<file path="src/sbm_pkg.sv">
// Package of constants, types and helpers for the serial bus mode control block
package sbm_pkg;

   // ==========================================================
   // Register map (word aligned byte addresses)
   localparam logic [7:0] SBM_MODE_OFS = 8'h00;
   localparam logic [7:0] SBM_CTRL_OFS = 8'h04;
   localparam logic [7:0] SBM_STAT_OFS = 8'h08;
   localparam logic [7:0] SBM_DATA_OFS = 8'h0C;

   // ==========================================================
   // Mode register fields
   localparam int SBM_BOS_BIT = 7;
   localparam int SBM_WAIT_BIT = 6;
   localparam int SBM_RSV_HI_BIT = 5;
   localparam int SBM_RSV_LO_BIT = 4;
   localparam int SBM_GUARD_BIT = 3;
   localparam int SBM_BC_MSB = 2;
   localparam int SBM_BC_LSB = 0;
   localparam logic [1:0] SBM_RSV_VAL = 2'h3;
   localparam logic SBM_GUARD_RD = 1'b1;
   localparam logic SBM_BOS_RST = 1'b0;
   localparam logic SBM_WAIT_RST = 1'b0;
   localparam logic [2:0] SBM_BC_RST = 3'h0;

   // ==========================================================
   // Control and status fields
   localparam int SBM_CTRL_TW_BIT = 0;
   localparam int SBM_CTRL_MST_BIT = 1;
   localparam int SBM_CTRL_GO_BIT = 2;
   localparam logic SBM_TW_RST = 1'b1;
   localparam logic SBM_MST_RST = 1'b0;
   localparam int SBM_STAT_BUSY_BIT = 0;
   localparam int SBM_STAT_ACK_BIT = 1;
   localparam logic [7:0] SBM_TX_RST = 8'h00;

   // ==========================================================
   // Timing
   localparam int SBM_CLK_PERIOD_NS = 50;
   localparam int SBM_HALF_PERIOD_NS = 5000;
   localparam int SBM_HALF_CYC_INT =
      (SBM_HALF_PERIOD_NS + SBM_CLK_PERIOD_NS - 1) / SBM_CLK_PERIOD_NS;
   localparam logic [7:0] SBM_HALF_CYC = 8'(SBM_HALF_CYC_INT);
   localparam logic [2:0] SBM_WAIT_HALVES = 3'h4;
   localparam logic [3:0] SBM_BITS_TW0 = 4'h9;
   localparam logic [3:0] SBM_BITS_SY0 = 4'h8;

   // ==========================================================
   // Transfer sequencer states, Gray along idle-low-high-wait
   typedef enum logic [1:0] {
      SBM_IDLE = 2'b00,
      SBM_LOW = 2'b01,
      SBM_HIGH = 2'b11,
      SBM_WAIT = 2'b10
   } sbm_state_e;

   // Bit counter code to number of bits in the transfer
   function automatic logic [3:0] sbm_code_to_bits(input logic [2:0] code, input logic tw);
      if (code == 3'h0) begin
         return tw ? SBM_BITS_TW0 : SBM_BITS_SY0;
      end
      return tw ? 4'({1'b0, code} + 4'h1) : {1'b0, code};
   endfunction : sbm_code_to_bits

   // Bits remaining back to the counter code
   function automatic logic [2:0] sbm_bits_to_code(input logic [3:0] bits, input logic tw);
      return tw ? 3'(bits - 4'h1) : bits[2:0];
   endfunction : sbm_bits_to_code

endpackage : sbm_pkg

</file>
<file path="src/sbm_mode_ctrl.sv">
// Serial bus mode control: AHB-Lite registers, pin conditioning, sequencer
//
// Summary of operation
// - Bit 7 low shifts MSB first, high shifts LSB first; resets low.
// - Two-wire master with wait set adds two clocks of low time before ack.
// - Wait clear: data bits and ack run back to back.
// - Wait setting has no effect as slave or in synchronous format.
// - Mode bits 5 and 4 read as one and ignore writes.
// - A mode write with guard bit 3 at zero loads the bit counter.
// - Guard written one discards the count; guard always reads one.
// - Counter sets next frame length, reads bits left, returns to zero after.
//
// Local design decisions: the register addresses and the AHB-Lite interface to the registers.
`timescale 1ns/1ps
module sbm_mode_ctrl (
   input wire logic hclk,
   input wire logic hresetn,
   input wire logic hsel,
   input wire logic [7:0] haddr,
   input wire logic [1:0] htrans,
   input wire logic hwrite,
   input wire logic [2:0] hsize,
   input wire logic [31:0] hwdata,
   input wire logic hready,
   output logic hreadyout,
   output logic hresp,
   output logic [31:0] hrdata,
   input wire logic scl_i,
   output logic scl_o,
   output logic scl_oe,
   input wire logic sda_i,
   output logic sda_o,
   output logic sda_oe
);
   import sbm_pkg::*;

   // ==========================================================
   // Register state
   logic bos_q, bos_d;
   logic wait_q, wait_d;
   logic [2:0] bc_q, bc_d;
   logic tw_q, tw_d;
   logic mst_q, mst_d;
   logic [7:0] tx_q, tx_d;
   logic [7:0] wa_q, wa_d;
   logic wr_q, wr_d;
   logic [31:0] rd_q, rd_d;
   logic [7:0] div_q, div_d;
   logic [2:0] scl_s_q, scl_s_d;
   logic [2:0] sda_s_q, sda_s_d;
   logic scl_f_q, scl_f_d;
   logic sda_f_q, sda_f_d;
   logic scl_oe_q, scl_oe_d;
   logic sda_oe_q, sda_oe_d;
   logic sda_o_q, sda_o_d;

   logic addr_ok, go, tick;
   logic x_busy, x_done, x_ack, x_scl_low, x_sda;
   logic [3:0] x_rem;
   logic [7:0] x_rx;
   logic [7:0] mode_rd;
   logic [2:0] bc_rd;

   // ==========================================================
   // Bus address phase, zero wait state
   assign addr_ok = hsel && hready && htrans[1];
   assign hreadyout = 1'b1;
   assign hresp = 1'b0;
   assign hrdata = rd_q;

   always_comb begin
      // While a frame runs the counter shows the bits still to go
      // Next values are read so a read right behind a write already sees it
      bc_rd = x_busy ? sbm_bits_to_code(x_rem, tw_q) : bc_d;
      mode_rd = 8'h00;
      mode_rd[SBM_BOS_BIT] = bos_d;
      mode_rd[SBM_WAIT_BIT] = wait_d;
      mode_rd[SBM_RSV_HI_BIT:SBM_RSV_LO_BIT] = SBM_RSV_VAL;
      mode_rd[SBM_GUARD_BIT] = SBM_GUARD_RD;
      mode_rd[SBM_BC_MSB:SBM_BC_LSB] = bc_rd;
      wa_d = wa_q;
      wr_d = 1'b0;
      rd_d = rd_q;
      if (addr_ok) begin
         wa_d = haddr;
         wr_d = hwrite;
         rd_d = 32'h0000_0000;
         if (!hwrite) begin
            unique case (haddr)
               SBM_MODE_OFS: rd_d = {24'h00_0000, mode_rd};
               SBM_CTRL_OFS: begin
                  rd_d[SBM_CTRL_TW_BIT] = tw_d;
                  rd_d[SBM_CTRL_MST_BIT] = mst_d;
               end
               SBM_STAT_OFS: begin
                  rd_d[SBM_STAT_BUSY_BIT] = x_busy;
                  rd_d[SBM_STAT_ACK_BIT] = x_ack;
               end
               SBM_DATA_OFS: rd_d = {24'h00_0000, x_rx};
               default: rd_d = 32'h0000_0000;
            endcase
         end
      end
   end

   // ==========================================================
   // Data phase writes
   always_comb begin
      bos_d = bos_q;
      wait_d = wait_q;
      bc_d = bc_q;
      tw_d = tw_q;
      mst_d = mst_q;
      tx_d = tx_q;
      go = 1'b0;
      if (wr_q) begin
         unique case (wa_q)
            SBM_MODE_OFS: begin
               bos_d = hwdata[SBM_BOS_BIT];
               wait_d = hwdata[SBM_WAIT_BIT];
               // Bits 5 and 4 have no storage at all
               if (!hwdata[SBM_GUARD_BIT]) begin
                  bc_d = hwdata[SBM_BC_MSB:SBM_BC_LSB];
               end
            end
            SBM_CTRL_OFS: begin
               // Format and role are frozen while a frame runs
               if (!x_busy) begin
                  tw_d = hwdata[SBM_CTRL_TW_BIT];
                  mst_d = hwdata[SBM_CTRL_MST_BIT];
                  go = hwdata[SBM_CTRL_GO_BIT];
               end
            end
            SBM_DATA_OFS: begin
               if (!x_busy) begin
                  tx_d = hwdata[7:0];
               end
            end
            default: begin
            end
         endcase
      end
      // End of frame wins over a software load in the same cycle
      if (x_done) begin
         bc_d = SBM_BC_RST;
      end
   end

   // ==========================================================
   // Half-period divider, restarted between frames so the first low is full
   always_comb begin
      tick = 1'b0;
      div_d = 8'h00;
      if (x_busy && mst_q) begin
         if (div_q == 8'(SBM_HALF_CYC - 8'h01)) begin
            tick = 1'b1;
         end else begin
            div_d = 8'(div_q + 8'h01);
         end
      end
   end

   // ==========================================================
   // Pin conditioning: three stages, a change counts when stages two and three agree
   always_comb begin
      scl_s_d = {scl_s_q[1:0], scl_i};
      sda_s_d = {sda_s_q[1:0], sda_i};
      scl_f_d = (scl_s_q[2] == scl_s_q[1]) ? scl_s_q[2] : scl_f_q;
      sda_f_d = (sda_s_q[2] == sda_s_q[1]) ? sda_s_q[2] : sda_f_q;
      // Two-wire pins are open drain; synchronous data is push-pull
      scl_oe_d = x_scl_low;
      sda_oe_d = x_busy && (tw_q ? !x_sda : 1'b1);
      sda_o_d = tw_q ? 1'b0 : x_sda;
   end

   // ==========================================================
   // Registers
   always_ff @(posedge hclk or negedge hresetn) begin
      if (!hresetn) begin
         bos_q <= SBM_BOS_RST;
         wait_q <= SBM_WAIT_RST;
         bc_q <= SBM_BC_RST;
         tw_q <= SBM_TW_RST;
         mst_q <= SBM_MST_RST;
         tx_q <= SBM_TX_RST;
         wa_q <= 8'h00;
         wr_q <= 1'b0;
         rd_q <= 32'h0000_0000;
         div_q <= 8'h00;
         scl_s_q <= 3'h7;
         sda_s_q <= 3'h7;
         scl_f_q <= 1'b1;
         sda_f_q <= 1'b1;
         scl_oe_q <= 1'b0;
         sda_oe_q <= 1'b0;
         sda_o_q <= 1'b0;
      end else begin
         bos_q <= bos_d;
         wait_q <= wait_d;
         bc_q <= bc_d;
         tw_q <= tw_d;
         mst_q <= mst_d;
         tx_q <= tx_d;
         wa_q <= wa_d;
         wr_q <= wr_d;
         rd_q <= rd_d;
         div_q <= div_d;
         scl_s_q <= scl_s_d;
         sda_s_q <= sda_s_d;
         scl_f_q <= scl_f_d;
         sda_f_q <= sda_f_d;
         scl_oe_q <= scl_oe_d;
         sda_oe_q <= sda_oe_d;
         sda_o_q <= sda_o_d;
      end
   end

   assign scl_o = 1'b0;
   assign scl_oe = scl_oe_q;
   assign sda_o = sda_o_q;
   assign sda_oe = sda_oe_q;

   // ==========================================================
   // Sequencer
   sbm_xfer u_xfer (
      .hclk(hclk),
      .hresetn(hresetn),
      .start(go),
      .two_wire(tw_q),
      .master(mst_q),
      .lsb_first(bos_q),
      .wait_en(wait_q),
      .nbits(sbm_code_to_bits(bc_q, tw_q)),
      .tx_data(tx_q),
      .tick(tick),
      .scl_rise(scl_f_d && !scl_f_q),
      .scl_fall(!scl_f_d && scl_f_q),
      .sda_in(sda_f_q),
      .busy(x_busy),
      .done(x_done),
      .rem(x_rem),
      .rx_data(x_rx),
      .ack_rx(x_ack),
      .scl_low(x_scl_low),
      .sda_bit(x_sda)
   );

endmodule : sbm_mode_ctrl

</file>
<file path="src/sbm_xfer.sv">
// Bit sequencer: shifts one frame, counts bits and inserts the master wait
`timescale 1ns/1ps
module sbm_xfer (
   input wire logic hclk,
   input wire logic hresetn,
   input wire logic start,
   input wire logic two_wire,
   input wire logic master,
   input wire logic lsb_first,
   input wire logic wait_en,
   input wire logic [3:0] nbits,
   input wire logic [7:0] tx_data,
   input wire logic tick,
   input wire logic scl_rise,
   input wire logic scl_fall,
   input wire logic sda_in,
   output logic busy,
   output logic done,
   output logic [3:0] rem,
   output logic [7:0] rx_data,
   output logic ack_rx,
   output logic scl_low,
   output logic sda_bit
);
   import sbm_pkg::*;

   sbm_state_e state_q, state_d;
   logic [3:0] rem_q, rem_d;
   logic [7:0] sh_q, sh_d;
   logic [2:0] wcnt_q, wcnt_d;
   logic smp_q, smp_d;
   logic ack_q, ack_d;
   logic adv_low, adv_high, ack_slot, shifted_in;

   // ==========================================================
   // Next state
   always_comb begin
      state_d = state_q;
      rem_d = rem_q;
      sh_d = sh_q;
      wcnt_d = wcnt_q;
      smp_d = smp_q;
      ack_d = ack_q;
      done = 1'b0;
      // Slave follows the partner's clock edges, master its own divider
      adv_low = master ? tick : scl_rise;
      adv_high = master ? tick : scl_fall;
      ack_slot = two_wire && (rem_q == 4'h1);
      shifted_in = smp_q;
      unique case (state_q)
         SBM_IDLE: begin
            if (start) begin
               state_d = SBM_LOW;
               rem_d = nbits;
               sh_d = tx_data;
            end
         end
         SBM_LOW: begin
            if (adv_low) begin
               state_d = SBM_HIGH;
               smp_d = sda_in;
            end
         end
         SBM_HIGH: begin
            if (adv_high) begin
               rem_d = 4'(rem_q - 4'h1);
               if (ack_slot) begin
                  ack_d = shifted_in;
               end else if (lsb_first) begin
                  sh_d = {shifted_in, sh_q[7:1]};
               end else begin
                  sh_d = {sh_q[6:0], shifted_in};
               end
               if (rem_q == 4'h1) begin
                  state_d = SBM_IDLE;
                  done = 1'b1;
               end else if (master && two_wire && wait_en && rem_q == 4'h2) begin
                  state_d = SBM_WAIT;
                  wcnt_d = 3'(SBM_WAIT_HALVES - 3'h1);
               end else begin
                  state_d = SBM_LOW;
               end
            end
         end
         SBM_WAIT: begin
            // Two full transfer clocks of extra low time before the ack
            if (tick) begin
               if (wcnt_q == 3'h0) begin
                  state_d = SBM_LOW;
               end else begin
                  wcnt_d = 3'(wcnt_q - 3'h1);
               end
            end
         end
      endcase
   end

   // ==========================================================
   // Registers
   always_ff @(posedge hclk or negedge hresetn) begin
      if (!hresetn) begin
         state_q <= SBM_IDLE;
         rem_q <= 4'h0;
         sh_q <= 8'h00;
         wcnt_q <= 3'h0;
         smp_q <= 1'b0;
         ack_q <= 1'b1;
      end else begin
         state_q <= state_d;
         rem_q <= rem_d;
         sh_q <= sh_d;
         wcnt_q <= wcnt_d;
         smp_q <= smp_d;
         ack_q <= ack_d;
      end
   end

   assign busy = (state_q != SBM_IDLE);
   assign rem = rem_q;
   assign rx_data = sh_q;
   assign ack_rx = ack_q;
   assign scl_low = master && (state_q == SBM_LOW || state_q == SBM_WAIT);
   // The ack slot is released so the partner can answer
   assign sda_bit = (two_wire && rem_q == 4'h1) ? 1'b1 : (lsb_first ? sh_q[0] : sh_q[7]);

endmodule : sbm_xfer
</file>
<file path="config.mk">
export PLATFORM = sky130hd
export DESIGN_NAME = sbm_mode_ctrl
export DESIGN_NICKNAME = d
export VERILOG_FILES = /design/src/sbm_pkg.sv /design/src/sbm_mode_ctrl.sv /design/src/sbm_xfer.sv
export SDC_FILE = /design/constraint.sdc
export NUM_CORES = 1
export LEC_CHECK = 0
export BUFFER_PORTS_ARGS = -buffer_cell sky130_fd_sc_hd__buf_2
export CAP_MARGIN = 20
export CORE_MARGIN = 3
export CORE_UTILIZATION = 41
export CTS_CLUSTER_DIAMETER = 150
export DETAILED_ROUTE_END_ITERATION = 8
export GPL_TIMING_DRIVEN = 0
export MAX_ROUTING_LAYER = met4
export REMOVE_ABC_BUFFERS = 1
export SYNTH_ARGS = -nofsm -noshare
export SYNTH_HDL_FRONTEND = slang
export SYNTH_SLANG_ARGS = --single-unit
</file>
<file path="constraint.sdc">
create_clock -name hclk -period 3.1 [get_ports hclk]
set_clock_uncertainty 0.05 [all_clocks]
set_input_delay 0.155 -clock hclk [delete_from_list [all_inputs] [get_ports hclk]]
set_output_delay 0.155 -clock hclk [all_outputs]
set_load 0.01 [all_outputs]
</file>
Word level (Yosys, flattened, before mapping) --
Index checks and enable logic that the tools add are counted.
Word-level totals: word-level logic and storage cells 144, output and inout port bits 38, memories kept 0, bits in latches 0, flip-flop bits (word level) 94, bits in writable memories 0, memory bits (read-only) 0
Cells by class: order comparisons 0, divide/modulo/power cells 0, add/subtract/negate cells 4, multiplexer cells 64, reduce and logical (&&, ||, !) cells 30, shifts and indexed selects 0, eq/ne operators 22, $mul 0, bitwise operators 1
Operators with widths (count):
- two-way mux 8 bit | 7
- two-way mux 3 bit | 11
- two-way mux 1 bit | 28
- equality test 8 x 4 -> 1 bit (second input constant) | 3
- two-way mux 4 bit | 5
- equality test 8 x 3 -> 1 bit (second input constant) | 2
- logical NOT 8 bit | 2
- one-hot mux 2 bit (4 select lines) | 2
- one-hot mux 8 bit (2 select lines) | 1
- two-way mux 2 bit | 7
- one-hot mux 6 bit (2 select lines) | 1
- logical AND 1 bit | 11
- != test 2 x 1 -> 1 bit (second input constant) | 5
- AND reduction 3 bit | 3
- adder 8 x 1 -> 8 bit (second input constant) | 1
- equality test 8 x 7 -> 1 bit (second input constant) | 1
- != test 2 bit (second input constant) | 4
- one-hot mux 4 bit (2 select lines) | 1
- logical NOT 3 bit | 2
- one-hot mux 3 bit (2 select lines) | 1
- AND reduction 6 bit | 1
- nonzero test 2 bit | 3
- AND reduction 5 bit | 1
- adder 3 x 1 -> 4 bit (second input constant) | 1
- other kinds (13) | 17

Longest topological paths before layout --
depth in word-level cells 11, mapped depth 8

By module --
Synthesis repeated with hierarchy kept, for this count alone.
Second synthesis, totals: cells, all modules 370, area total of the unflattened synthesis 3844.9 um2
Modules (own cells, without submodules):
- sbm_mode_ctrl | area an instance 2531.2 um2, instances 1, cells an instance 238, sequential area each 1287.5 um2
- sbm_xfer | area an instance 1313.8 um2, instances 1, cells an instance 132, sequential area each 476.7 um2

Worst setup path after synthesis --
No wires, ideal clock.
kind reg2reg, start reg div_q[0], end reg u_xfer.sh_q[0] (netlist: u_xfer.rx_data[0]), cell stages (with the launch flop) 7, arrival 1.999 ns, buffers on the path 0, slack 0.926 ns, setup time 0.125 ns, required time 2.925 ns, cell sequence dfrtp_1 > ha_1 > or3b_4 > o31a_4 > a211oi_2 > o21ai_2 > mux2_2
Between the ends: word-level cells in the longest chain between the ends 6
RTL lines:
- start, declared | RTL line sbm_mode_ctrl.sv:48 | logic [7:0] div_q, div_d;
- start signal, assigned | RTL line sbm_mode_ctrl.sv:207 | div_q <= div_d;
- equality test 8 x 7 -> 1 bit | RTL line sbm_mode_ctrl.sv:155 | if (div_q == 8'(SBM_HALF_CYC - 8'h01)) begin
- two-way mux 1 bit | RTL line sbm_mode_ctrl.sv:155
- two-way mux 1 bit | RTL line sbm_mode_ctrl.sv:154 | if (x_busy && mst_q) begin
- two-way mux 1 bit | RTL line sbm_xfer.sv:47 | adv_high = master ? tick : scl_fall;
- != test 2 x 1 -> 1 bit (no source line)
- AND reduction 4 bit (no source line)
- end signal, assigned | RTL line sbm_xfer.sv:104 | sh_q <= 8'h00;
- end signal, assigned | RTL line sbm_xfer.sv:111 | sh_q <= sh_d;
- end, declared | RTL line sbm_xfer.sv:29 | logic [7:0] sh_q, sh_d;
Every way passes these cells. A chain may end at the register's enable or synchronous reset.

Final worst setup path --
start reg u_xfer.state_q[0], end reg u_xfer.state_q[0]
Between the ends: word-level cells in the longest chain between the ends 6, elaborated cells on any way between the ends 19, those cells by class eq/ne (8); mux (7); reduce/logical (4)
RTL lines:
- start, declared | RTL line sbm_xfer.sv:27 | sbm_state_e state_q, state_d;
- start signal, assigned | RTL line sbm_xfer.sv:109 | state_q <= state_d;
- nonzero test 2 bit | RTL line sbm_xfer.sv:118 | assign busy = (state_q != SBM_IDLE);
- two-way mux 1 bit / logical AND 1 bit (equally long branches) | RTL line sbm_mode_ctrl.sv:128, sbm_mode_ctrl.sv:154
- two-way mux 1 bit, on equally long branches | RTL line sbm_mode_ctrl.sv:117, sbm_mode_ctrl.sv:154
- two-way mux 1 bit, on equally long branches | RTL line sbm_mode_ctrl.sv:116, sbm_xfer.sv:46, sbm_xfer.sv:47
- != test 2 bit (no source line) / != test 2 x 1 -> 1 bit (equally long branches)
- AND reduction 5 bit (no source line)
Several ways; a longest one is shown, not always the timed one.

==> impl_metrics.tcl <==
set metrics [dict create \
    finalSetupViolCount 0 \
    synth_flop_cell "dfrtp_1" \
    yosys-top-cells-area "dfrtp_1 39%, mux2_2 9.4%, dfstp_2 6.9%, buf_4 5.3%, ha_1 3.9%" \
    status "completed" \
    rsz0062_at_grt "false" \
    netlist-cell-type-count 64 \
    vias_per_cell 5.136 \
    start_kind "flop" \
    grt_pass1_vias 2659 \
    reg2reg_from "u_xfer.state_q[0]" \
    routed_wire_length_per_instance_um 15.07 \
    numCtsBuffers 9 \
    ys_seq_area_frac 0.4611 \
    p_leak_nw 1.978 \
    critPathKind "reg -> reg" \
    layout-drive-gt1-share 0.2567 \
    period_share 0.8510 \
    drt_first_iter_violations 147 \
    grt_pass1_wl_mm 13.32 \
    min_to "tx_q[7]" \
    yosysTopAreaCellShare 0.3924 \
    worst-endpoint-arrival_ns 2.82 \
    n_fill_cell 821 \
    grt_max_degree 71 \
    cts_setup_buffers 0 \
    post_dp_cell_area_um2 3986 \
    cts_buffer_depth 2 \
    final_area_um2 4344 \
    reg2reg_to "u_xfer.state_q[0]" \
    antenna_found_initial 0 \
    fp.dieH_um 102.6 \
    ant_nets 0 \
    hp-start "hwdata[7]" \
    yosysTopAreaCell "dfrtp_1" \
    cts_tree "built" \
    ys_ff_latch 70 \
    start_util 0.4303 \
    hp-class "in -> reg" \
    min_period_ns 2.638 \
    clock-sinks 70 \
    multi_input_area_um2 1869 \
    hold_viol_final 0 \
    final_util 0.4886 \
    dieArea_um2 10530 \
    r2r.worst_path.cells 7 \
    async_reset_ff_frac 1.000 \
    portBuffers 34 \
    diodes 0 \
    wl_mm 7.850 \
    regArea_um2 1764 \
    fin_tns_setup_ns 0 \
    slew_violations 0 \
    drc_errors 0 \
    grt-ovfl-total 0 \
    whs_ns 0.01783 \
    synth_most_common_cell "dfrtp_1" \
    dp.final_hpwl_mm 5.527 \
    relSlewSlack 0.3999 \
    hold_depth 2 \
    rows 34 \
    max_cap_violations 0 \
    ir_drop_v 0.0002896 \
    clk_pin_slew_ns 0.08 \
    finalNetCount 472 \
    drtPass1Iterations 4 \
    area_growth_pct 13.54 \
    io_pins 90 \
    synth_edf_count 0 \
    core-area_um2 8891 \
    regToRegSetupSlack_ns 0.46 \
    vias 2676 \
    clock_latency_ns 0.34 \
    gp_congestion 0.8564 \
    required_ns 3.28 \
    end_kind "flop" \
    synth_cells 362 \
    synth_commonest_cells "60 x dfrtp_1, 32 x mux2_2, 32 x nor2_1, 27 x buf_4, 25 x nand2_1" \
    fmax_ghz 0.3791 \
    cts_max_level 3 \
    worst_slew_pin_slew_ns 0.8977 \
    pwr_density_cell_nw_per_um2 688.2 \
    crit_fanout 14 \
    ys_warn_count 0 \
    die_w_um 102.6 \
    track_usage 0.1669 \
    root_buffer "clkbuf_8" \
    syn_avg_cell_area_um2 10.57 \
    netlist_area_um2 3826 \
]
==> routing by layer <==
layer  global-route usage  part of all wire
met1               0.2255              0.47
met2               0.2512              0.47
met3              0.03654             0.042
met4              0.05247             0.013
met5                    -                 0
==> state kept, by name (all words and copies together), names as in the netlist, 2 cells and up <==
register,flops
u_xfer.wcnt_q,3
u_xfer.rem,4
sda_s_q,3
u_xfer.state_q,2
wa_q,8
bc_q,3
scl_s_q,3
hrdata,8
div_q,8
tx_q,8
u_xfer.rx_data,8
==> per-stage QoR <==
step	power [mW]	cells	setup slack, ns
2_1_floorplan	1.892	350	0.7885
3_3_place_gp	2.116	492	0.2258
3_5_place_dp	2.146	492	0.1876
4_1_cts	2.986	520	0.1606
5_1_grt	3.208	521	0.2898
6_report	2.990	521	0.4620
==> critical path, stage by stage (launching register included) <==
cell and delay, ns:
dfrtp_1 0.42, inv_1 0.09, ha_1 0.46, nor4bb_1 0.45, nand4_1 0.30, nand2_1 0.18
and4_1 0.22, mux2_2 0.34
==> how the worst max path moves through the flow <==
stage	startpoint	endpoint	slack (ns)
6_report	u_xfer.state_q[0]	u_xfer.state_q[0]	0.46
5_1_grt	u_xfer.state_q[0]	u_xfer.state_q[1]	0.29
4_1_cts	u_xfer.state_q[0]	u_xfer.ack_rx	0.16
3_5_place_dp	u_xfer.state_q[0]	u_xfer.ack_rx	0.19
3_3_place_gp	u_xfer.state_q[0]	u_xfer.ack_rx	0.23
2_1_floorplan	u_xfer.state_q[0]	u_xfer.rx_data[0]	0.79
==> layout make-up <==
class,count,share of cell area
flip-flops and latches,70,0.4061
clock buffers,10,0.03168
clock inverters,6,0.01959
multi-input cells,268,0.4303
repair buffers,47,0.07085
well taps,108,0.03111
inverters,12,0.01037
==> power breakdown <==
group          switching (mW)  total, mW  internal, mW
registers               0.169       1.25          1.08
logic                   0.491      0.914         0.423
clock network           0.354      0.826         0.472
total                    1.01       2.99          1.98
==> cells by family (layout without fill, tap and decap cells) <==
kind of cell	count (synthesis)	after routing	synth area share
AND/OR/NAND/NOR	112	112	0.1563
flip-flops	70	70	0.4611
AO/OA/AOI/OAI	61	61	0.1122
buffers and inverters	49	75	0.07488
multiplexers	46	46	0.1308
adder cells (fa/ha/maj)	14	14	0.04447
XOR/XNOR	8	8	0.01831
other	2	27	0.001963
==> layout by cell type, fill, tap and decap left out, types with 2 or more instances in the layout <==
| master | netlist | layout |
|---|---|---|
| nand3_1 | 12 | 12 |
| buf_2 | 1 | 33 |
| xor2_1 | 3 | 3 |
| or3_1 | 3 | 3 |
| nor2b_1 | 2 | 2 |
| dfrtp_1 | 60 | 60 |
| inv_1 | 11 | 11 |
| nor3_2 | 2 | 2 |
| and2_1 | 3 | 3 |
| ha_1 | 12 | 12 |
| conb_1 | 2 | 27 |
| nor2_1 | 32 | 32 |
| nand2b_1 | 4 | 4 |
| nor4bb_1 | 2 | 2 |
| a22o_1 | 5 | 5 |
| nand4_1 | 2 | 2 |
| or2_2 | 2 | 2 |
| mux2_2 | 32 | 32 |
| a21o_1 | 2 | 2 |
| o21ai_0 | 15 | 15 |
| bufinv_16 | 0 | 2 |
| a21oi_1 | 17 | 17 |
| clkinv_1 | 1 | 2 |
| mux2i_1 | 14 | 14 |
| dlygate4sd3_1 | 0 | 12 |
| and4_1 | 2 | 2 |
| or4_1 | 2 | 2 |
| dfstp_2 | 10 | 10 |
| nand2_1 | 25 | 25 |
| maj3_1 | 2 | 2 |
| xnor2_1 | 5 | 5 |
| a211oi_1 | 2 | 2 |
| and3_1 | 2 | 2 |
| nor3_1 | 7 | 7 |
| clkbuf_8 | 0 | 10 |
==> what timing repair did <==
action / 4_1_cts / 5_1_grt
hold endpoints to repair: 71 / 0
resized for setup: 0 / 0
hold buffers: 12 / 0
No activity file was read; power rests on OpenSTA's default activity.
